File: config.mk
export PLATFORM = sky130hd
export DESIGN_NAME = tpm_monitor_dev_flat
export DESIGN_NICKNAME = d
export VERILOG_FILES = /design/src/tpm_pkg.sv /design/src/tpm_link_if.sv /design/src/tpm_monitor_dev.sv /design/src/flat_wrapper.sv
export VERILOG_INCLUDE_DIRS = /design/src
export SDC_FILE = /design/constraint.sdc
export NUM_CORES = 1
export LEC_CHECK = 0
export ABC_AREA = 0
export BUFFER_PORTS_ARGS = -buffer_cell sky130_fd_sc_hd__buf_2
export CAP_MARGIN = 25
export CELL_PAD_IN_SITES_DETAIL_PLACEMENT = 0
export CELL_PAD_IN_SITES_GLOBAL_PLACEMENT = 1
export CORE_MARGIN = 4
export CORE_UTILIZATION = 45
export CTS_BUF_LIST = sky130_fd_sc_hd__clkbuf_8
export DETAILED_ROUTE_END_ITERATION = 7
export GPL_ROUTABILITY_DRIVEN = 1
export PLACE_DENSITY_LB_ADDON = 0.1
export REMOVE_ABC_BUFFERS = 1
export SYNTH_ARGS = -nofsm -noshare
export SYNTH_HDL_FRONTEND = slang
export SYNTH_SLANG_ARGS = --single-unit
File: constraint.sdc
create_clock -name mclk -period 2.4 [get_ports mclk]
set_input_delay 0.36 -clock mclk [delete_from_list [all_inputs] [get_ports mclk]]
set_output_delay 0.36 -clock mclk [all_outputs]
set_load 0.1 [all_outputs]
File: src/tpm_map.svh
// Purpose: offsets, field positions and timing counts of the T1 monitor pin interface
// Assumes: mclk at 10 MHz
// Notes:   definitions only
`ifndef TPM_MAP_SVH
`define TPM_MAP_SVH

// ----------------------------------------
// clock and link timing
// ----------------------------------------
`define TPM_MCLK_KHZ          10000
`define TPM_LINE_KHZ          1544
`define TPM_STREAM_KHZ        2048
`define TPM_STREAM_HALF_CYC   4'h8
`define TPM_LINE_HALF_CYC     4'h4

// ----------------------------------------
// frame geometry
// ----------------------------------------
`define TPM_STREAM_LAST_SLOT  8'hFF
`define TPM_LINE_LAST_BIT     8'hC0

// ----------------------------------------
// channels of the second input stream
// ----------------------------------------
`define TPM_CH_BOM            5'h07
`define TPM_CH_CTRL           5'h0B
`define TPM_CH_LOOP           5'h0F

// ----------------------------------------
// channels inserted into the output stream
// ----------------------------------------
`define TPM_CH_FE_STAT        5'h03
`define TPM_CH_BPV_STAT       5'h04

// ----------------------------------------
// field positions and reset values
// ----------------------------------------
`define TPM_CTRL_MARKER_EN    2
`define TPM_LOOP_STREAM_EN    0
`define TPM_CTRL_RESET        8'h00
`define TPM_LOOP_RESET        8'h00
`define TPM_BOM_RESET         8'hFF

`endif

File: src/tpm_pkg.sv
// Purpose: shared types and helpers of the T1 monitor pin interface
// Assumes: nothing beyond tpm_map.svh
// Notes:   no constants here, see the map header
package tpm_pkg;

    typedef logic [7:0] tpm_byte_t;
    typedef logic [4:0] tpm_chan_t;

    // raw pins seen by the monitor end, in one vector for the synchroniser
    typedef struct packed {
        logic lclk;
        logic rail_a;
        logic rail_b;
        logic marker;
        logic sclk;
        logic frame_n;
        logic first;
        logic second;
    } tpm_pins_t;

    function automatic tpm_chan_t tpm_chan(input tpm_byte_t slot);
        return slot[7:3];
    endfunction : tpm_chan

    // saturating count, an error burst must not wrap to a small value
    function automatic tpm_byte_t tpm_sat_inc(input tpm_byte_t v);
        return (v == 8'hFF) ? v : tpm_byte_t'(v + 8'h01);
    endfunction : tpm_sat_inc

endpackage : tpm_pkg

File: src/tpm_link_if.sv
// Purpose: pins between the monitor and the framer side
// Assumes: all signals are plain one-way wires
// Notes:   frame pulse and rails are active low
`timescale 1ns/100ps
interface tpm_link_if;
    // line side
    logic recovered_line_clock;
    logic receive_rail_a_n;
    logic receive_rail_b_n;
    logic frame_marker_in_n;
    logic frame_marker_out_n;
    // stream side
    logic stream_bit_clock;
    logic stream_frame_pulse_n;
    logic control_stream_in_first;
    logic control_stream_in_second;
    logic control_stream_out;

    modport dev_mp (
        input  recovered_line_clock,
        input  receive_rail_a_n,
        input  receive_rail_b_n,
        input  frame_marker_in_n,
        output frame_marker_out_n,
        input  stream_bit_clock,
        input  stream_frame_pulse_n,
        input  control_stream_in_first,
        input  control_stream_in_second,
        output control_stream_out
    );

    modport host_mp (
        output recovered_line_clock,
        output receive_rail_a_n,
        output receive_rail_b_n,
        output frame_marker_in_n,
        input  frame_marker_out_n,
        output stream_bit_clock,
        output stream_frame_pulse_n,
        output control_stream_in_first,
        output control_stream_in_second,
        input  control_stream_out
    );
endinterface : tpm_link_if

File: src/tpm_monitor_dev.sv
// Purpose: monitor end of the T1 pin interface
// Assumes: link pins asynchronous to mclk, link clocks well below mclk/4
// Notes:   both link clocks are sampled, never used as clocks
//
// Operation
// - sample both rails on recovered line clock
// - rail low level marks a pulse
// - frame marker low locates framing bit, check errors
// - marker out follows input when enabled, else high
// - pass first stream and replace own channels, or pass second stream whole in loopback
// - channel 11 of second stream is control
// - channel 7 of second stream is message
// - channel 15 of second stream controls loopback
// - frame pulse marks every stream frame boundary
// - stream bit clock shifts streams in and out
// - low reset suspends all functions
`timescale 1ns/100ps
`include "tpm_map.svh"
module tpm_monitor_dev (
    // system
    input  logic               mclk,
    input  logic               rstn,
    // link
    tpm_link_if.dev_mp         link,
    // decoded control channels
    output tpm_pkg::tpm_byte_t ctrl_word,
    output tpm_pkg::tpm_byte_t bom_word,
    output tpm_pkg::tpm_byte_t loop_word,
    // line results
    output tpm_pkg::tpm_byte_t fe_count,
    output tpm_pkg::tpm_byte_t bpv_count
);
    // ----------------------------------------
    // synchroniser
    // ----------------------------------------
    tpm_pkg::tpm_pins_t pin_s1_reg, pin_s1_next, pin_s2_reg;

    always_comb begin
        pin_s1_next = {link.recovered_line_clock, link.receive_rail_a_n, link.receive_rail_b_n,
                       link.frame_marker_in_n, link.stream_bit_clock, link.stream_frame_pulse_n,
                       link.control_stream_in_first, link.control_stream_in_second};
    end

    always_ff @(posedge mclk or negedge rstn) begin
        if (!rstn) begin
            pin_s1_reg <= 8'hFF;
            pin_s2_reg <= 8'hFF;
        end else begin
            pin_s1_reg <= pin_s1_next;
            pin_s2_reg <= pin_s1_reg;
        end
    end

    // ----------------------------------------
    // line side: framing and rail checks
    // ----------------------------------------
    logic               lclk_d_reg, lclk_d_next;
    logic               fprev_reg, fprev_next, fvalid_reg, fvalid_next;
    logic               mlast_reg, mlast_next, mvalid_reg, mvalid_next;
    tpm_pkg::tpm_byte_t fe_cnt_reg, fe_cnt_next, bpv_cnt_reg, bpv_cnt_next;
    logic               line_rise, mark_a, mark_b, fbit;

    always_comb begin
        lclk_d_next  = pin_s2_reg.lclk;
        fprev_next   = fprev_reg;
        fvalid_next  = fvalid_reg;
        mlast_next   = mlast_reg;
        mvalid_next  = mvalid_reg;
        fe_cnt_next  = fe_cnt_reg;
        bpv_cnt_next = bpv_cnt_reg;
        line_rise    = pin_s2_reg.lclk & ~lclk_d_reg;
        mark_a       = ~pin_s2_reg.rail_a;
        mark_b       = ~pin_s2_reg.rail_b;
        fbit         = mark_a | mark_b;
        if (line_rise) begin
            // framing bits alternate, a repeat is a framing error
            if (!pin_s2_reg.marker) begin
                if (fvalid_reg && (fbit == fprev_reg)) begin
                    fe_cnt_next = tpm_pkg::tpm_sat_inc(fe_cnt_reg);
                end
                fprev_next  = fbit;
                fvalid_next = 1'b1;
            end
            // two marks in a row on one rail break the alternation
            if (mark_a ^ mark_b) begin
                if (mvalid_reg && (mlast_reg == mark_b)) begin
                    bpv_cnt_next = tpm_pkg::tpm_sat_inc(bpv_cnt_reg);
                end
                mlast_next  = mark_b;
                mvalid_next = 1'b1;
            end
        end
    end

    always_ff @(posedge mclk or negedge rstn) begin
        if (!rstn) begin
            // same level as the synchroniser reset, so no false edge after release
            lclk_d_reg  <= 1'b1;
            fprev_reg   <= 1'b0;
            fvalid_reg  <= 1'b0;
            mlast_reg   <= 1'b0;
            mvalid_reg  <= 1'b0;
            fe_cnt_reg  <= 8'h00;
            bpv_cnt_reg <= 8'h00;
        end else begin
            lclk_d_reg  <= lclk_d_next;
            fprev_reg   <= fprev_next;
            fvalid_reg  <= fvalid_next;
            mlast_reg   <= mlast_next;
            mvalid_reg  <= mvalid_next;
            fe_cnt_reg  <= fe_cnt_next;
            bpv_cnt_reg <= bpv_cnt_next;
        end
    end

    // ----------------------------------------
    // stream side: channel capture and insertion
    // ----------------------------------------
    logic               sclk_d_reg, sclk_d_next;
    tpm_pkg::tpm_byte_t slot_reg, slot_next, shift_reg, shift_next;
    tpm_pkg::tpm_byte_t ctrl_reg, ctrl_next, bom_reg, bom_next, loop_reg, loop_next;
    tpm_pkg::tpm_byte_t snap_fe_reg, snap_fe_next, snap_bpv_reg, snap_bpv_next;
    logic               out_reg, out_next, fmo_reg, fmo_next;
    logic               stream_rise;
    tpm_pkg::tpm_byte_t byte_in;
    tpm_pkg::tpm_chan_t chan;
    logic [2:0]         bsel;

    always_comb begin
        sclk_d_next   = pin_s2_reg.sclk;
        slot_next     = slot_reg;
        shift_next    = shift_reg;
        ctrl_next     = ctrl_reg;
        bom_next      = bom_reg;
        loop_next     = loop_reg;
        snap_fe_next  = snap_fe_reg;
        snap_bpv_next = snap_bpv_reg;
        out_next      = out_reg;
        stream_rise   = pin_s2_reg.sclk & ~sclk_d_reg;
        byte_in       = {shift_reg[6:0], pin_s2_reg.second};
        chan          = tpm_pkg::tpm_chan(slot_reg);
        bsel          = 3'h7 - slot_reg[2:0];
        if (stream_rise) begin
            // the pulse sits in the last slot, channel 0 follows it
            slot_next  = pin_s2_reg.frame_n ? slot_reg + 8'h01 : 8'h00;
            shift_next = byte_in;
            if (slot_reg[2:0] == 3'h7) begin
                unique case (chan)
                    `TPM_CH_CTRL: ctrl_next = byte_in;
                    `TPM_CH_BOM:  bom_next  = byte_in;
                    `TPM_CH_LOOP: loop_next = byte_in;
                    default:      ;
                endcase
            end
            // snapshot once per frame so a channel never mixes two counts
            if (!pin_s2_reg.frame_n) begin
                snap_fe_next  = fe_cnt_reg;
                snap_bpv_next = bpv_cnt_reg;
            end
            if (loop_reg[`TPM_LOOP_STREAM_EN]) begin
                out_next = pin_s2_reg.second;
            end else if (chan == `TPM_CH_FE_STAT) begin
                out_next = snap_fe_reg[bsel];
            end else if (chan == `TPM_CH_BPV_STAT) begin
                out_next = snap_bpv_reg[bsel];
            end else begin
                out_next = pin_s2_reg.first;
            end
        end
        // marker repeat lags the input by the synchroniser depth plus the output register, three mclk
        fmo_next = ctrl_reg[`TPM_CTRL_MARKER_EN] ? pin_s2_reg.marker : 1'b1;
    end

    always_ff @(posedge mclk or negedge rstn) begin
        if (!rstn) begin
            sclk_d_reg   <= 1'b1;
            slot_reg     <= 8'h00;
            shift_reg    <= 8'h00;
            ctrl_reg     <= `TPM_CTRL_RESET;
            bom_reg      <= `TPM_BOM_RESET;
            loop_reg     <= `TPM_LOOP_RESET;
            snap_fe_reg  <= 8'h00;
            snap_bpv_reg <= 8'h00;
            out_reg      <= 1'b1;
            fmo_reg      <= 1'b1;
        end else begin
            sclk_d_reg   <= sclk_d_next;
            slot_reg     <= slot_next;
            shift_reg    <= shift_next;
            ctrl_reg     <= ctrl_next;
            bom_reg      <= bom_next;
            loop_reg     <= loop_next;
            snap_fe_reg  <= snap_fe_next;
            snap_bpv_reg <= snap_bpv_next;
            out_reg      <= out_next;
            fmo_reg      <= fmo_next;
        end
    end

    // ----------------------------------------
    // outputs
    // ----------------------------------------
    assign link.control_stream_out = out_reg;
    assign link.frame_marker_out_n = fmo_reg;
    assign ctrl_word = ctrl_reg;
    assign bom_word  = bom_reg;
    assign loop_word = loop_reg;
    assign fe_count  = fe_cnt_reg;
    assign bpv_count = bpv_cnt_reg;
endmodule : tpm_monitor_dev

File: src/flat_wrapper.sv
// flat-port wrapper written by rule: the top's interface ports become plain ports
module tpm_monitor_dev_flat 
  (mclk, rstn, ctrl_word, bom_word, loop_word, fe_count, bpv_count, link_recovered_line_clock, link_receive_rail_a_n, link_receive_rail_b_n, link_frame_marker_in_n, link_frame_marker_out_n, link_stream_bit_clock, link_stream_frame_pulse_n, link_control_stream_in_first, link_control_stream_in_second, link_control_stream_out);
  tpm_link_if link_i ();
  input  logic mclk;
  input  logic rstn;
  output tpm_pkg::tpm_byte_t ctrl_word;
  output tpm_pkg::tpm_byte_t bom_word;
  output tpm_pkg::tpm_byte_t loop_word;
  output tpm_pkg::tpm_byte_t fe_count;
  output tpm_pkg::tpm_byte_t bpv_count;
  input wire logic [$bits(link_i.recovered_line_clock)-1:0] link_recovered_line_clock;
  input wire logic [$bits(link_i.receive_rail_a_n)-1:0] link_receive_rail_a_n;
  input wire logic [$bits(link_i.receive_rail_b_n)-1:0] link_receive_rail_b_n;
  input wire logic [$bits(link_i.frame_marker_in_n)-1:0] link_frame_marker_in_n;
  output wire logic [$bits(link_i.frame_marker_out_n)-1:0] link_frame_marker_out_n;
  input wire logic [$bits(link_i.stream_bit_clock)-1:0] link_stream_bit_clock;
  input wire logic [$bits(link_i.stream_frame_pulse_n)-1:0] link_stream_frame_pulse_n;
  input wire logic [$bits(link_i.control_stream_in_first)-1:0] link_control_stream_in_first;
  input wire logic [$bits(link_i.control_stream_in_second)-1:0] link_control_stream_in_second;
  output wire logic [$bits(link_i.control_stream_out)-1:0] link_control_stream_out;
  assign link_i.recovered_line_clock = link_recovered_line_clock;
  assign link_i.receive_rail_a_n = link_receive_rail_a_n;
  assign link_i.receive_rail_b_n = link_receive_rail_b_n;
  assign link_i.frame_marker_in_n = link_frame_marker_in_n;
  assign link_frame_marker_out_n = link_i.frame_marker_out_n;
  assign link_i.stream_bit_clock = link_stream_bit_clock;
  assign link_i.stream_frame_pulse_n = link_stream_frame_pulse_n;
  assign link_i.control_stream_in_first = link_control_stream_in_first;
  assign link_i.control_stream_in_second = link_control_stream_in_second;
  assign link_control_stream_out = link_i.control_stream_out;
  tpm_monitor_dev u_core (.mclk(mclk), .rstn(rstn), .link(link_i), .ctrl_word(ctrl_word), .bom_word(bom_word), .loop_word(loop_word), .fe_count(fe_count), .bpv_count(bpv_count));
endmodule
==> flow_summary_export.csv <==
group,metric,value,unit
outcome,outcome,"finished, final reports clean",
power_and_ir_drop,power.density_cell_area,853,nW/µm²
setup_path,setup.worst_path.start,"u_core.slot_reg[1]",
global_route,grt_pass1_wl,12.0,mm
route,top_layer_used,"met4",
timing,grt_setup_unrepaired,"no",
cells_and_area,share_of_cells_above_drive_strength_1,43.0,%
timing,timing.final.setup_violations,0,
cells_and_area,area.growth.synth_to_final,16.9,%
floorplanning,die-area,10100,µm²
route,route.layer.met1.wl,3.55,mm
route,detailroute.via_count,2362,
clock_network,clock_sink_count,95,
route,drt_iter0_drc,63,
clock_network,cts_tree,"yes",
yosys,synth-async-reset-ratio,100,%
yosys,synthTopCellsByCount,"67 x sky130_fd_sc_hd__dfrtp_1, 43 x sky130_fd_sc_hd__mux2_2, 34 x sky130_fd_sc_hd__nand2_1",
placed_design,numPlacedInstances,444,
yosys,post_synth_main_area_contributors,"sky130_fd_sc_hd__dfrtp_1 44%, sky130_fd_sc_hd__dfstp_2 19%, sky130_fd_sc_hd__mux2_2 13%, sky130_fd_sc_hd__nand2_1 3.3%, sky130_fd_sc_hd__xor2_1 3.2%",
placed_design,place_worst_setup_slack,0.303,ns
route,drt.antenna.violating_nets,0,
timing,maxSlewViolCount,0,
cells_and_area,post-route-util,54.2,%
setup_path,cp_slowest_stage_delay,0.52,ns
power_and_ir_drop,power.static_leakage,2.21,nW
yosys,synth_area,3830,µm²
placed_design,finalWeightedCongestion,0.751,
placed_design,io_buffers,51,
floorplanning,core-area,8260,µm²
route,via_per_inst,5.12,
yosys,synth_top_area_share,43.8,%
route,met2_length,3.24,mm
setup_path,timing_worst_setup_path_type,"flip-flop to flip-flop",
setup_path,path_depth,5,
setup_path,reg2regPathDepth,5,
floorplanning,design.portCount,52,
clock_network,post-cts-setup-buffer-count,0,
setup_path,crit_path_start_kind,"flip-flop",
yosys,synth_most_common_cell,"sky130_fd_sc_hd__dfrtp_1",
route,drt_drc_violations_left,0,
yosys,synth.avg_cell_area,13.3,µm²
timing,layout_setup_ws,0.310,ns
yosys,ys_warn_count,0,
placed_design,place_hpwl,5.07,mm
setup_path,timing.critical_path.to,"u_core.ctrl_word[1]",
yosys,synth.yosys.seq_area_share,63.0,%
timing,timing.final.hold_violations,0,
worst_hold_path,hp-class,"input pin to flip-flop",
route,routed-wl-met3,293,µm
setup_path,arrival,2.34,ns
route,totalWireLength,7.18,mm
yosys,synth_largest_area_cell,"sky130_fd_sc_hd__dfrtp_1",
global_route,grt_start_max_net_pins,42,
yosys,dominantRegCellSynth,"sky130_fd_sc_hd__dfrtp_1",
yosys,postSynthRegisterBits,95,
floorplanning,die_width,100,µm
yosys,netlist_instances,288,
setup_path,r2r_setup_slack,0.31,ns
route,drt-wirelength-per-cell,15.6,µm
power_and_ir_drop,ir_drop,771,µV
clock_network,tritoncts.num_buffers,9,
clock_network,clock_path_buffers,2,
setup_path,timing.rr.end,"u_core.ctrl_word[1]",
setup_path,critical_path.slowest_cell,"sky130_fd_sc_hd__dfrtp_1",
global_route,grt_usage,15.4,%
floorplanning,die_h,100,µm
timing,clock.fmax,0.478,GHz
timing,timing.final.crit_share,87.1,%
cells_and_area,final_standard_cell_count_with_taps_included_and_fillers_excluded,461,
run,max_cap_violations,0,
clock_network,cts_resized,0,
yosys,synth-edff-count,0,
clock_network,clk_root_buffer_cell,"sky130_fd_sc_hd__clkbuf_8",
cells_and_area,antennaDiodeCount,0,
timing,clock-skew-final,0.00946,ns
timing,tns,0,ns
floorplanning,fp-row-count,33,
setup_path,critical_path_peak_fanout,9,
setup_path,cp_data_required_time,2.65,ns
cells_and_area,net_count_reported_at_finish,365,
setup_path,list_of_cells_traversed_by_the_critical_path,"ha_1, nand2_1, nor3_1, nand3_1, mux2_2",
global_route,overflow,0,
clock_network,insertion_delay,0.36,ns
clock_network,htree_levels,3,
setup_path,path_buf_inv,0,
timing,timing.max_slew.rel_slack,55.4,%
timing,worst_slew_pin_slew,0.666,ns
setup_path,timing.critical_path.max_delay_family,"simple AND/OR/NAND/NOR gates",
floorplanning,initial_core_util,46.4,%
clock_network,cts.clk_slew.worst_paths,0.09,ns
route,detailedRoute.firstPassIterationCount,4,
setup_path,end_kind,"flip-flop",
global_route,antenna_found_initial,0,
global_route,vias_in_the_first_global_route,2361,
timing,period_minus_slack,2.09,ns
setup_path,critical_path.reg2reg.startpoint,"u_core.slot_reg[1]",
yosys,post_synth_num_cell_types,41,
==> per-stage QoR <==
| step | hold slack, ns | power [mW] | area (µm²) |
|---|---|---|---|
| floorplan | 0.0644 | 2.55 | 3790 |
| global placement | 0.314 | 2.75 | 4260 |
| detailed placement | 0.322 | 2.76 | 4260 |
| CTS | 0.0727 | 3.87 | 4480 |
| global route | 0.0655 | 4.01 | 4480 |
| finish | 0.0945 | 3.82 | 4480 |
==> report_power, final <==
group | internal, mW | switching (mW) | leakage [nW]
Sequential | 1.77 | 0.169 | 1.19
Clock | 0.505 | 0.589 | 0.108
Combinational | 0.202 | 0.584 | 0.917
Total | 2.48 | 1.34 | 2.21
==> cell type report <==
class | count | area (µm²)
clock buffer | 9 | 124
clock inverter | 7 | 87.6
multi-input combinational | 180 | 1360
sequential | 95 | 2410
fill | 720 | 3780
inverter | 4 | 15.0
timing repair buffer | 61 | 348
tap | 105 | 131
==> worst reg2reg max path: stages (launching register included) <==
cell,delay [ns]
sky130_fd_sc_hd__dfrtp_1,0.52
sky130_fd_sc_hd__ha_1,0.27
sky130_fd_sc_hd__nand2_1,0.13
sky130_fd_sc_hd__nor3_1,0.30
sky130_fd_sc_hd__nand3_1,0.37
sky130_fd_sc_hd__mux2_2,0.39
==> routing by layer <==
metal	global-route usage, %	vias up
li1	-	1131
met3	3.06	10
met5	0	-
met1	23.1	1170
met2	21.9	51
met4	6.22	0
==> cells by family after synthesis <==
logic type	after synthesis	synth area share (%)
AOI/OAI and AO/OA	18	3.00
muxes	48	14.6
and+or+nand+nor	91	12.2
DFF	95	63.0
adders and majority gates	4	1.31
buffers and inverters	13	1.57
xor gates and xnor gates	19	4.34
==> repair_timing <==
item,CTS,global route
endpoints found under the setup margin,0,0
endpoints found under the hold margin,20,0
hold buffers,1,0
==> worst min path at each step <==
stage / from / endpoint / slack, ns / depth (start not counted)
global placement: rstn / u_core.bpv_count[5] / 0.31 / 1
global route: link_receive_rail_a_n / u_core.pin_s1_reg[6] / 0.07 / 1
finish: link_recovered_line_clock / u_core.pin_s1_reg[7] / 0.09 / 1
CTS: link_frame_marker_in_n / u_core.pin_s1_reg[4] / 0.07 / 1
floorplan: rstn / u_core.bpv_count[0] / 0.06 / 0
detailed placement: rstn / u_core.bpv_count[5] / 0.32 / 1
==> layout by cell type (no fill, tap or decap), types with 3 or more instances in the layout <==
cell and n:
sky130_fd_sc_hd__buf_2 50, sky130_fd_sc_hd__buf_4 9, sky130_fd_sc_hd__clkbuf_8 9, sky130_fd_sc_hd__clkinv_4 3, sky130_fd_sc_hd__dfrtp_1 67, sky130_fd_sc_hd__dfstp_2 28, sky130_fd_sc_hd__ha_1 4, sky130_fd_sc_hd__inv_1 4
sky130_fd_sc_hd__mux2_2 43, sky130_fd_sc_hd__nand2_1 34, sky130_fd_sc_hd__nand2b_1 6, sky130_fd_sc_hd__nand3_1 13, sky130_fd_sc_hd__nor2_1 11, sky130_fd_sc_hd__nor2b_1 3, sky130_fd_sc_hd__nor3_1 8, sky130_fd_sc_hd__o21ai_0 6
sky130_fd_sc_hd__xnor2_1 5, sky130_fd_sc_hd__xor2_1 14
Note: power is estimated with default switching activity, not from simulation.
